`config.mk`:
```
export PLATFORM = sky130hd
export DESIGN_NAME = jtag_register_access_port
export DESIGN_NICKNAME = d
export VERILOG_FILES = /design/src/logic/jtag_access_pkg.sv /design/src/logic/sync2.sv /design/src/logic/jtag_register_access_port.sv
export SDC_FILE = /design/constraint.sdc
export NUM_CORES = 1
export LEC_CHECK = 0
export BUFFER_PORTS_ARGS = -buffer_cell sky130_fd_sc_hd__buf_2
export CAP_MARGIN = 15
export CORE_ASPECT_RATIO = 0.6
export CORE_UTILIZATION = 30
export CTS_CLUSTER_DIAMETER = 150
export DETAILED_ROUTE_END_ITERATION = 7
export SLEW_MARGIN = 20
export SYNTH_ARGS = -nofsm -noshare
export SYNTH_HDL_FRONTEND = slang
export SYNTH_HIERARCHICAL = 1
export SYNTH_SLANG_ARGS = --single-unit
```
`constraint.sdc`:
```
create_clock -name clk_i -period 15.7 [get_ports clk_i]
set_clock_uncertainty 0.1 [all_clocks]
set_input_delay 3.14 -clock clk_i [delete_from_list [all_inputs] [get_ports clk_i]]
set_output_delay 3.14 -clock clk_i [all_outputs]
set_load 0.02 [all_outputs]
```
`src/logic/jtag_access_pkg.sv`:
```
// Constants shared by the test register access port and its helpers.
// Assumes a single design clock that oversamples the test clock pins.
package jtag_access_pkg;
  localparam int IR_W = 54;
  localparam logic [IR_W-1:0] IR_ACCESS = 54'h3F_FFFF_FFFF_FFFD;
  localparam logic [IR_W-1:0] IR_BYPASS = {IR_W{1'b1}};
  localparam logic [IR_W-1:0] IR_CAPTURE = 54'h00_0000_0000_0001;
  localparam int DR_W = 69;
  localparam int ADDR_W = 10;
  localparam int DATA_W = 32;
  localparam int ADDR_LO = 54;
  localparam int DIR_POS = 53;
  localparam int WDATA_LO = 21;
  localparam int READY_POS = 0;
  localparam int ERROR_POS = 1;
  localparam int RDATA_LO = 2;
  localparam int IDLE_MIN_TCK = 20;
  typedef enum logic [3:0] {
    TAP_RESET, TAP_IDLE, SEL_DR, CAP_DR, SH_DR, EX1_DR, PA_DR, EX2_DR, UP_DR,
    SEL_IR, CAP_IR, SH_IR, EX1_IR, PA_IR, EX2_IR, UP_IR
  } tap_state_t;
endpackage

```
`src/logic/sync2.sv`:
```
// Two flip-flop synchroniser for one level from outside the clock domain.
// Assumes the input may change at any time relative to clk_i.
`timescale 1ns/100ps
`default_nettype none
module sync2 (
  input wire logic clk_i,
  input wire logic rst_i,
  input wire logic ce_i,
  input wire logic d_i,
  output logic q_o
);
  logic meta_r;

  always_ff @(posedge clk_i or posedge rst_i)
  begin
    if (rst_i)
    begin
      meta_r <= 1'b0;
      q_o <= 1'b0;
    end
    else if (ce_i)
    begin
      meta_r <= d_i;
      q_o <= meta_r;
    end
  end
endmodule
`default_nettype wire

```
`src/logic/jtag_register_access_port.sv`:
```
// Test access port with a user scan register that reaches the bridge registers.
// Assumes test pins arrive asynchronously and the register port answers in one cycle.
//
// Local design decisions: the plain strobed port and the register offsets.
`timescale 1ns/100ps
`default_nettype none
// Overview of operation
// - Scan register reads and writes bridge registers.
// - Address field is a word index.
// - Shift least significant bit first.
// - Ready shifts out first, error second.
// - Read data follows the two flags.
// - One scan register serves reads and writes.
// - Compliance pin selects single or chained TAP.
// - Chain routes SerDes output into top TAP.
// - Scan enable and tristate test inputs honoured.
// - Reset pin or five TMS-high clocks reset TAP.
// - Unknown instructions act as bypass.
module jtag_register_access_port (
  input wire logic clk_i,
  input wire logic rst_i,
  input wire logic ce_i,
  input wire logic tck_i,
  input wire logic tms_i,
  input wire logic tdi_i,
  input wire logic test_reset_pin_n_i,
  input wire logic compliance_enable_pin_i,
  input wire logic serdes_tdo_i,
  input wire logic scan_shift_enable_i,
  input wire logic global_tristate_pin_i,
  output logic serdes_tdi_o,
  output logic tdo_o,
  output logic tdo_oe_o,
  output logic scan_mode_o,
  output logic bidir_force_input_o,
  output logic cfg_wr_o,
  output logic cfg_rd_o,
  output logic [jtag_access_pkg::ADDR_W-1:0] cfg_addr_o,
  output logic [jtag_access_pkg::DATA_W-1:0] cfg_wdata_o,
  input wire logic [jtag_access_pkg::DATA_W-1:0] cfg_rdata_i,
  input wire logic cfg_err_i
);
  import jtag_access_pkg::*;

  logic tck_s, tms_s, tdi_s, trst_n_s, bce_s, sdo_s, se_s, gts_s;
  logic tck_q_r;
  tap_state_t tap_r, tap_nxt;
  logic [IR_W-1:0] ir_sh_r, ir_r;
  logic [DR_W-1:0] dr_r;
  logic byp_r, tdo_r, tdo_oe_r;
  logic go_r, we_r, pend_r, ready_r, error_r;
  logic [DATA_W-1:0] rdata_r;

  // Each pin gets its own synchroniser; the second stage is the only one read.
  sync2 u_tck (.clk_i(clk_i), .rst_i(rst_i), .ce_i(ce_i), .d_i(tck_i), .q_o(tck_s));
  sync2 u_tms (.clk_i(clk_i), .rst_i(rst_i), .ce_i(ce_i), .d_i(tms_i), .q_o(tms_s));
  sync2 u_tdi (.clk_i(clk_i), .rst_i(rst_i), .ce_i(ce_i), .d_i(tdi_i), .q_o(tdi_s));
  sync2 u_trst (.clk_i(clk_i), .rst_i(rst_i), .ce_i(ce_i), .d_i(test_reset_pin_n_i),
    .q_o(trst_n_s));
  sync2 u_bce (.clk_i(clk_i), .rst_i(rst_i), .ce_i(ce_i), .d_i(compliance_enable_pin_i),
    .q_o(bce_s));
  sync2 u_sdo (.clk_i(clk_i), .rst_i(rst_i), .ce_i(ce_i), .d_i(serdes_tdo_i), .q_o(sdo_s));
  sync2 u_se (.clk_i(clk_i), .rst_i(rst_i), .ce_i(ce_i), .d_i(scan_shift_enable_i),
    .q_o(se_s));
  sync2 u_gts (.clk_i(clk_i), .rst_i(rst_i), .ce_i(ce_i), .d_i(global_tristate_pin_i),
    .q_o(gts_s));

  wire tck_rise = tck_s & ~tck_q_r;
  wire tck_fall = ~tck_s & tck_q_r;
  // The pad pull-up keeps this high when unconnected, so the chain stays off.
  wire chained = ~bce_s;
  wire tdi_top = chained ? sdo_s : tdi_s;
  wire acc = (ir_r == IR_ACCESS);
  wire upd_dr = tck_rise && (tap_r == UP_DR) && acc;
  wire [ADDR_W-1:0] cmd_addr = dr_r[ADDR_LO +: ADDR_W];
  wire [DATA_W-1:0] cmd_wdata = dr_r[WDATA_LO +: DATA_W];

  // The SerDes TAP sees the raw pin; it runs on the test clock itself.
  assign serdes_tdi_o = tdi_i;
  assign scan_mode_o = ~se_s;
  assign bidir_force_input_o = ~gts_s;
  assign cfg_wr_o = go_r & we_r;
  assign cfg_rd_o = go_r & ~we_r;
  assign tdo_o = tdo_r;
  assign tdo_oe_o = tdo_oe_r;

  always_comb
  begin
    tap_nxt = tap_r;
    case (tap_r)
      TAP_RESET: tap_nxt = tms_s ? TAP_RESET : TAP_IDLE;
      TAP_IDLE: tap_nxt = tms_s ? SEL_DR : TAP_IDLE;
      SEL_DR: tap_nxt = tms_s ? SEL_IR : CAP_DR;
      CAP_DR: tap_nxt = tms_s ? EX1_DR : SH_DR;
      SH_DR: tap_nxt = tms_s ? EX1_DR : SH_DR;
      EX1_DR: tap_nxt = tms_s ? UP_DR : PA_DR;
      PA_DR: tap_nxt = tms_s ? EX2_DR : PA_DR;
      EX2_DR: tap_nxt = tms_s ? UP_DR : SH_DR;
      UP_DR: tap_nxt = tms_s ? SEL_DR : TAP_IDLE;
      SEL_IR: tap_nxt = tms_s ? TAP_RESET : CAP_IR;
      CAP_IR: tap_nxt = tms_s ? EX1_IR : SH_IR;
      SH_IR: tap_nxt = tms_s ? EX1_IR : SH_IR;
      EX1_IR: tap_nxt = tms_s ? UP_IR : PA_IR;
      PA_IR: tap_nxt = tms_s ? EX2_IR : PA_IR;
      EX2_IR: tap_nxt = tms_s ? UP_IR : SH_IR;
      UP_IR: tap_nxt = tms_s ? SEL_DR : TAP_IDLE;
      default: tap_nxt = TAP_RESET;
    endcase
  end

  always_ff @(posedge clk_i or posedge rst_i)
  begin
    if (rst_i)
    begin
      tck_q_r <= 1'b0;
      tap_r <= TAP_RESET;
    end
    else if (ce_i)
    begin
      tck_q_r <= tck_s;
      if (!trst_n_s)
        tap_r <= TAP_RESET;
      else if (tck_rise)
        tap_r <= tap_nxt;
    end
  end

  always_ff @(posedge clk_i or posedge rst_i)
  begin
    if (rst_i)
    begin
      ir_sh_r <= IR_BYPASS;
      ir_r <= IR_BYPASS;
    end
    else if (ce_i)
    begin
      if (!trst_n_s || tap_r == TAP_RESET)
        ir_r <= IR_BYPASS;
      else if (tck_rise && tap_r == UP_IR)
        ir_r <= ir_sh_r;
      if (tck_rise && tap_r == CAP_IR)
        ir_sh_r <= IR_CAPTURE;
      else if (tck_rise && tap_r == SH_IR)
        ir_sh_r <= {tdi_top, ir_sh_r[IR_W-1:1]};
    end
  end

  // Capture loads the result of the last access; shift moves it out LSB first.
  always_ff @(posedge clk_i or posedge rst_i)
  begin
    if (rst_i)
    begin
      dr_r <= '0;
      byp_r <= 1'b0;
    end
    else if (ce_i && tck_rise)
    begin
      if (tap_r == CAP_DR)
      begin
        byp_r <= 1'b0;
        if (acc)
        begin
          dr_r <= '0;
          dr_r[READY_POS] <= ready_r;
          dr_r[ERROR_POS] <= error_r;
          dr_r[RDATA_LO +: DATA_W] <= rdata_r;
        end
      end
      else if (tap_r == SH_DR)
      begin
        byp_r <= tdi_top;
        if (acc)
          dr_r <= {tdi_top, dr_r[DR_W-1:1]};
      end
    end
  end

  always_ff @(posedge clk_i or posedge rst_i)
  begin
    if (rst_i)
    begin
      tdo_r <= 1'b0;
      tdo_oe_r <= 1'b0;
    end
    else if (ce_i && tck_fall)
    begin
      tdo_oe_r <= (tap_r == SH_DR) || (tap_r == SH_IR);
      if (tap_r == SH_IR)
        tdo_r <= ir_sh_r[0];
      else
        tdo_r <= acc ? dr_r[0] : byp_r;
    end
  end

  // Reads of performance registers go over the same port as single reads.
  // Nothing is retried, so an access never holds the bridge's own traffic.
  always_ff @(posedge clk_i or posedge rst_i)
  begin
    if (rst_i)
    begin
      go_r <= 1'b0;
      we_r <= 1'b0;
      pend_r <= 1'b0;
      ready_r <= 1'b0;
      error_r <= 1'b0;
      rdata_r <= '0;
      cfg_addr_o <= '0;
      cfg_wdata_o <= '0;
    end
    else if (ce_i)
    begin
      go_r <= upd_dr;
      pend_r <= go_r;
      if (upd_dr)
      begin
        we_r <= dr_r[DIR_POS];
        cfg_addr_o <= cmd_addr;
        cfg_wdata_o <= cmd_wdata;
        ready_r <= 1'b0;
        error_r <= 1'b0;
      end
      else if (pend_r)
      begin
        ready_r <= 1'b1;
        error_r <= cfg_err_i;
        if (!we_r)
          rdata_r <= cfg_rdata_i;
      end
    end
  end
endmodule
`default_nettype wire

```
==> summary.md <==
| Metric | Value |
|---|---|
| Rel. slew slack | 38.6% |
| CTS max path bufs | 3 |
| Post-synth ARST share | between 90% and 100% |
| Num rows | 55 |
| Crit end category | output pin |
| Core Area | roughly 0.038 mm^2 |
| P&R area growth vs syn | 14.8% |
| Setup bufs post-CTS | 0 |
| Final period util | 42.2% |
| Slowest cell delay on critical path | 0.15 ns |
| CTS buffer count | 25 |
| Routability Congestion | 0.743 |
| Worst Setup SP | tdi_i |
| Die H | 156 um |
| Fill cells | 3819 |
| Initial antenna violation count | 0 |
| Mapped Area | 0.0118 mm^2 |
| Total track usage | 12.1% |
| Final Max Slew Viols | 0 |
| Yosys top cell by area | dfrtp_1 |
| Via count | ~7100 |
| Crit-path max FO | 2 |
| CTS tree | yes |
| Synth top area share | 36.4% |
| CP required | 12.46 ns |
| Reported leakage power | 0.00601 uW |
| Startpoint types | primary input |
| Vias per std cell | 4.69 |
| VDD IR max | 0.0000763 V |
| Syn nets | between 900 and 1000 |
| Register area share after synthesis | 60.4% |
| Synth warn | 6 |
| Inserted Diodes | 0 |
| I/O pin count | 93 |
| Drt wl/cell | 15.4 um |
| PostCTS Resize Cnt | 0 |
| Post-synth EDFFs | 0 |
| Slowest-stage cell, CP | buf_2 |
| Worst-Skew Late Latency | 0.53 ns |
| Ys flop type | dfrtp_1 |
| Minimum clock period | 6.63 ns |
| Status | completed |
| Synth top area cells | dfrtp_1 (36%), dfstp_2 (24%), mux2_2 (12%), o22a_1 (4.0%), nand2_1 (3.9%) |
| Share of cells above drive strength 1 | 41.5% |
| Worst Path Arrival | 3.39 ns |
| Cell variety after synth | 48 |
| Number of max-cap violations | 0 |
| Global-route wire length before repair | around 40 mm |
| Hold slack | roughly 0.38 ns |
| Initial Util | slightly above 30% |
| Pre-Repair DR Iteration Count | 5 |
| Post-route ant nets | 0 |
| CP top delay family | buffers and inverters |
| Dpl cells | 1479 |
| Post-layout nets | 1037 |
| PD cells | 107 mW/mm^2 |
| Root Buffer | clkbuf_16 |
| Hold path start | cfg_wdata_o[18] |
| Vias in the first global route | slightly above 7000 |
| Die X | 258 um |
| Setup TNS | 0 ns |
| Worst Hold Class | reg -> reg |
| Cells along the critical path | buf_2 -> buf_2 |
| Largest net degree at the start of global routing | roughly 120 |
| Hold buffers post-CTS | 0 |
| Fin cells | 1524 |
| FF-to-FF Start | ir_r[34] |
| Detailed Place HPWL | 14.9 mm |
| H-tree Lvls | 1 |
| Worst-path clk slew | 0.07 ns |
| Die area | 0.0402 mm^2 |
| RSZ-0062 raised after global routing | no |
| Final hold violations | 0 |
| Synthesized netlist cell count | between 900 and 1000 |
| Total grt overflow | 0 |
| Post-Route WL | 23.5 mm |
| Clk sink count | 280 |
| Final core utilization | about 35% |
| IO Port Bufs | 92 |
| Worst slew pin tran | just over 0.9 ns |
| Synth Register Bits | 280 |
| Buf+Inv Stages, Crit Path | 2 |
| Most numerous cell on the critical path | buf_2 |
| Crit path kind | in -> out |
| Max Clock Freq | between 0.15 and 0.2 GHz |
| Syn Area/Cell | 12.8 um^2 |
| # DRC | 0 |
| Final setup fails | 0 |
| First DRT Iteration DRCs | 503 |
==> placed cells by master, fill, tap and decap left out, types with 3 or more instances in the layout <==
master,netlist,layout
dfrtp_1,172,172
mux2_2,129,129
nand2_1,124,124
dfstp_2,108,108
buf_2,6,92
o21ai_0,77,77
o22a_1,54,54
inv_1,32,31
mux2_4,30,30
clkbuf_16,0,28
nand2b_1,19,19
mux2i_1,19,19
o41ai_1,18,18
nand4_1,15,15
buf_4,6,14
nor2_1,9,9
a21oi_1,9,9
clkbuf_1,41,6
o211ai_1,5,5
nor2b_1,4,4
mux2_1,3,3
nand3_1,4,3
clkinv_2,0,3
clkbuf_8,0,3
==> area by class of cell <==
cell class,instances,area [um^2],area share (%)
flip-flops and latches,280,7140,52.7
multi-input cells,548,4260,31.4
clock buffers,37,764,5.64
well taps,513,642,4.73
repair buffers,106,566,4.17
inverters,32,128,0.941
clock inverters,8,66.3,0.489
==> cells in the mapped netlist (3+ instances only) <==
cell and n:
nand4_1 15, a21oi_1 9, mux2i_1 19, o41ai_1 18
inv_1 32, mux2_1 3, o211ai_1 5, dfrtp_1 172
buf_6 8, dfstp_2 108, buf_4 6, clkbuf_1 41
nand3_1 4, o21ai_0 77, buf_2 6, nor2b_1 4
nand2_1 124, o22a_1 54, nor2_1 9, mux2_4 30
nand2b_1 19, mux2_2 129
==> registers in the layout, summed over array words and instances, names as in the netlist, 4 cells and up <==
| register | flops |
|---|---|
| dr_r | 69 |
| ir_r | 54 |
| ir_sh_r | 54 |
| cfg_wdata_o | 32 |
| rdata_r | 32 |
| cfg_addr_o | 10 |
| tap_r | 4 |
==> path summary, 6_finish.rpt <==
| path | to | slack, ns | cells after the start |
|---|---|---|---|
| worst min-delay path | cfg_wdata_o[18] | 0.38 | 1 |
| worst max-delay path | serdes_tdi_o | 9.07 | 2 |
| min in group asynchronous | u_se/q_o | 2.47 | 2 |
| max in group asynchronous | rdata_r[4] | 10.38 | 4 |
| worst min register to register | cfg_wdata_o[18] | 0.38 | 1 |
| worst max register to register | dr_r[25] | 11.85 | 7 |
==> cells by family (layout without fill, tap and decap cells) <==
group                  after synthesis  in the layout  synth area share (%)
multiplexers                       181            181                  18.0
XOR/XNOR                             1              1                0.0741
AND/OR/NAND/NOR                    192            192                  7.67
buffers and inverters               95            183                  3.78
AO/OA/AOI/OAI                      174            174                  10.0
flip-flops                         280            280                  60.4
==> where the power goes <==
part	switching (uW)	leakage [uW]	internal, uW
Sequential	13.0	0.00335	743
Combinational	44.6	0.00225	32.5
Clock	267	0.000407	354
Total	325	0.00601	1130
==> per-layer routing <==
layer	GRT usage (%)	up-vias	share of wire, %
met3	2.79	25	4.9
met1	18.8	3590	52
li1	-	3415	-
met5	0	-	0
met4	1.83	0	1.3
met2	17.1	116	41
==> through the flow <==
stage	instance area, um^2	power [uW]	setup WS, ns
global route	13600	1520	9.06
detailed placement	12700	848	9.07
floorplan	11800	819	5.37
CTS	13600	1480	9.07
finish	13600	1450	9.07
global placement	12700	845	9.07
Power figures use the tool's default switching activity.
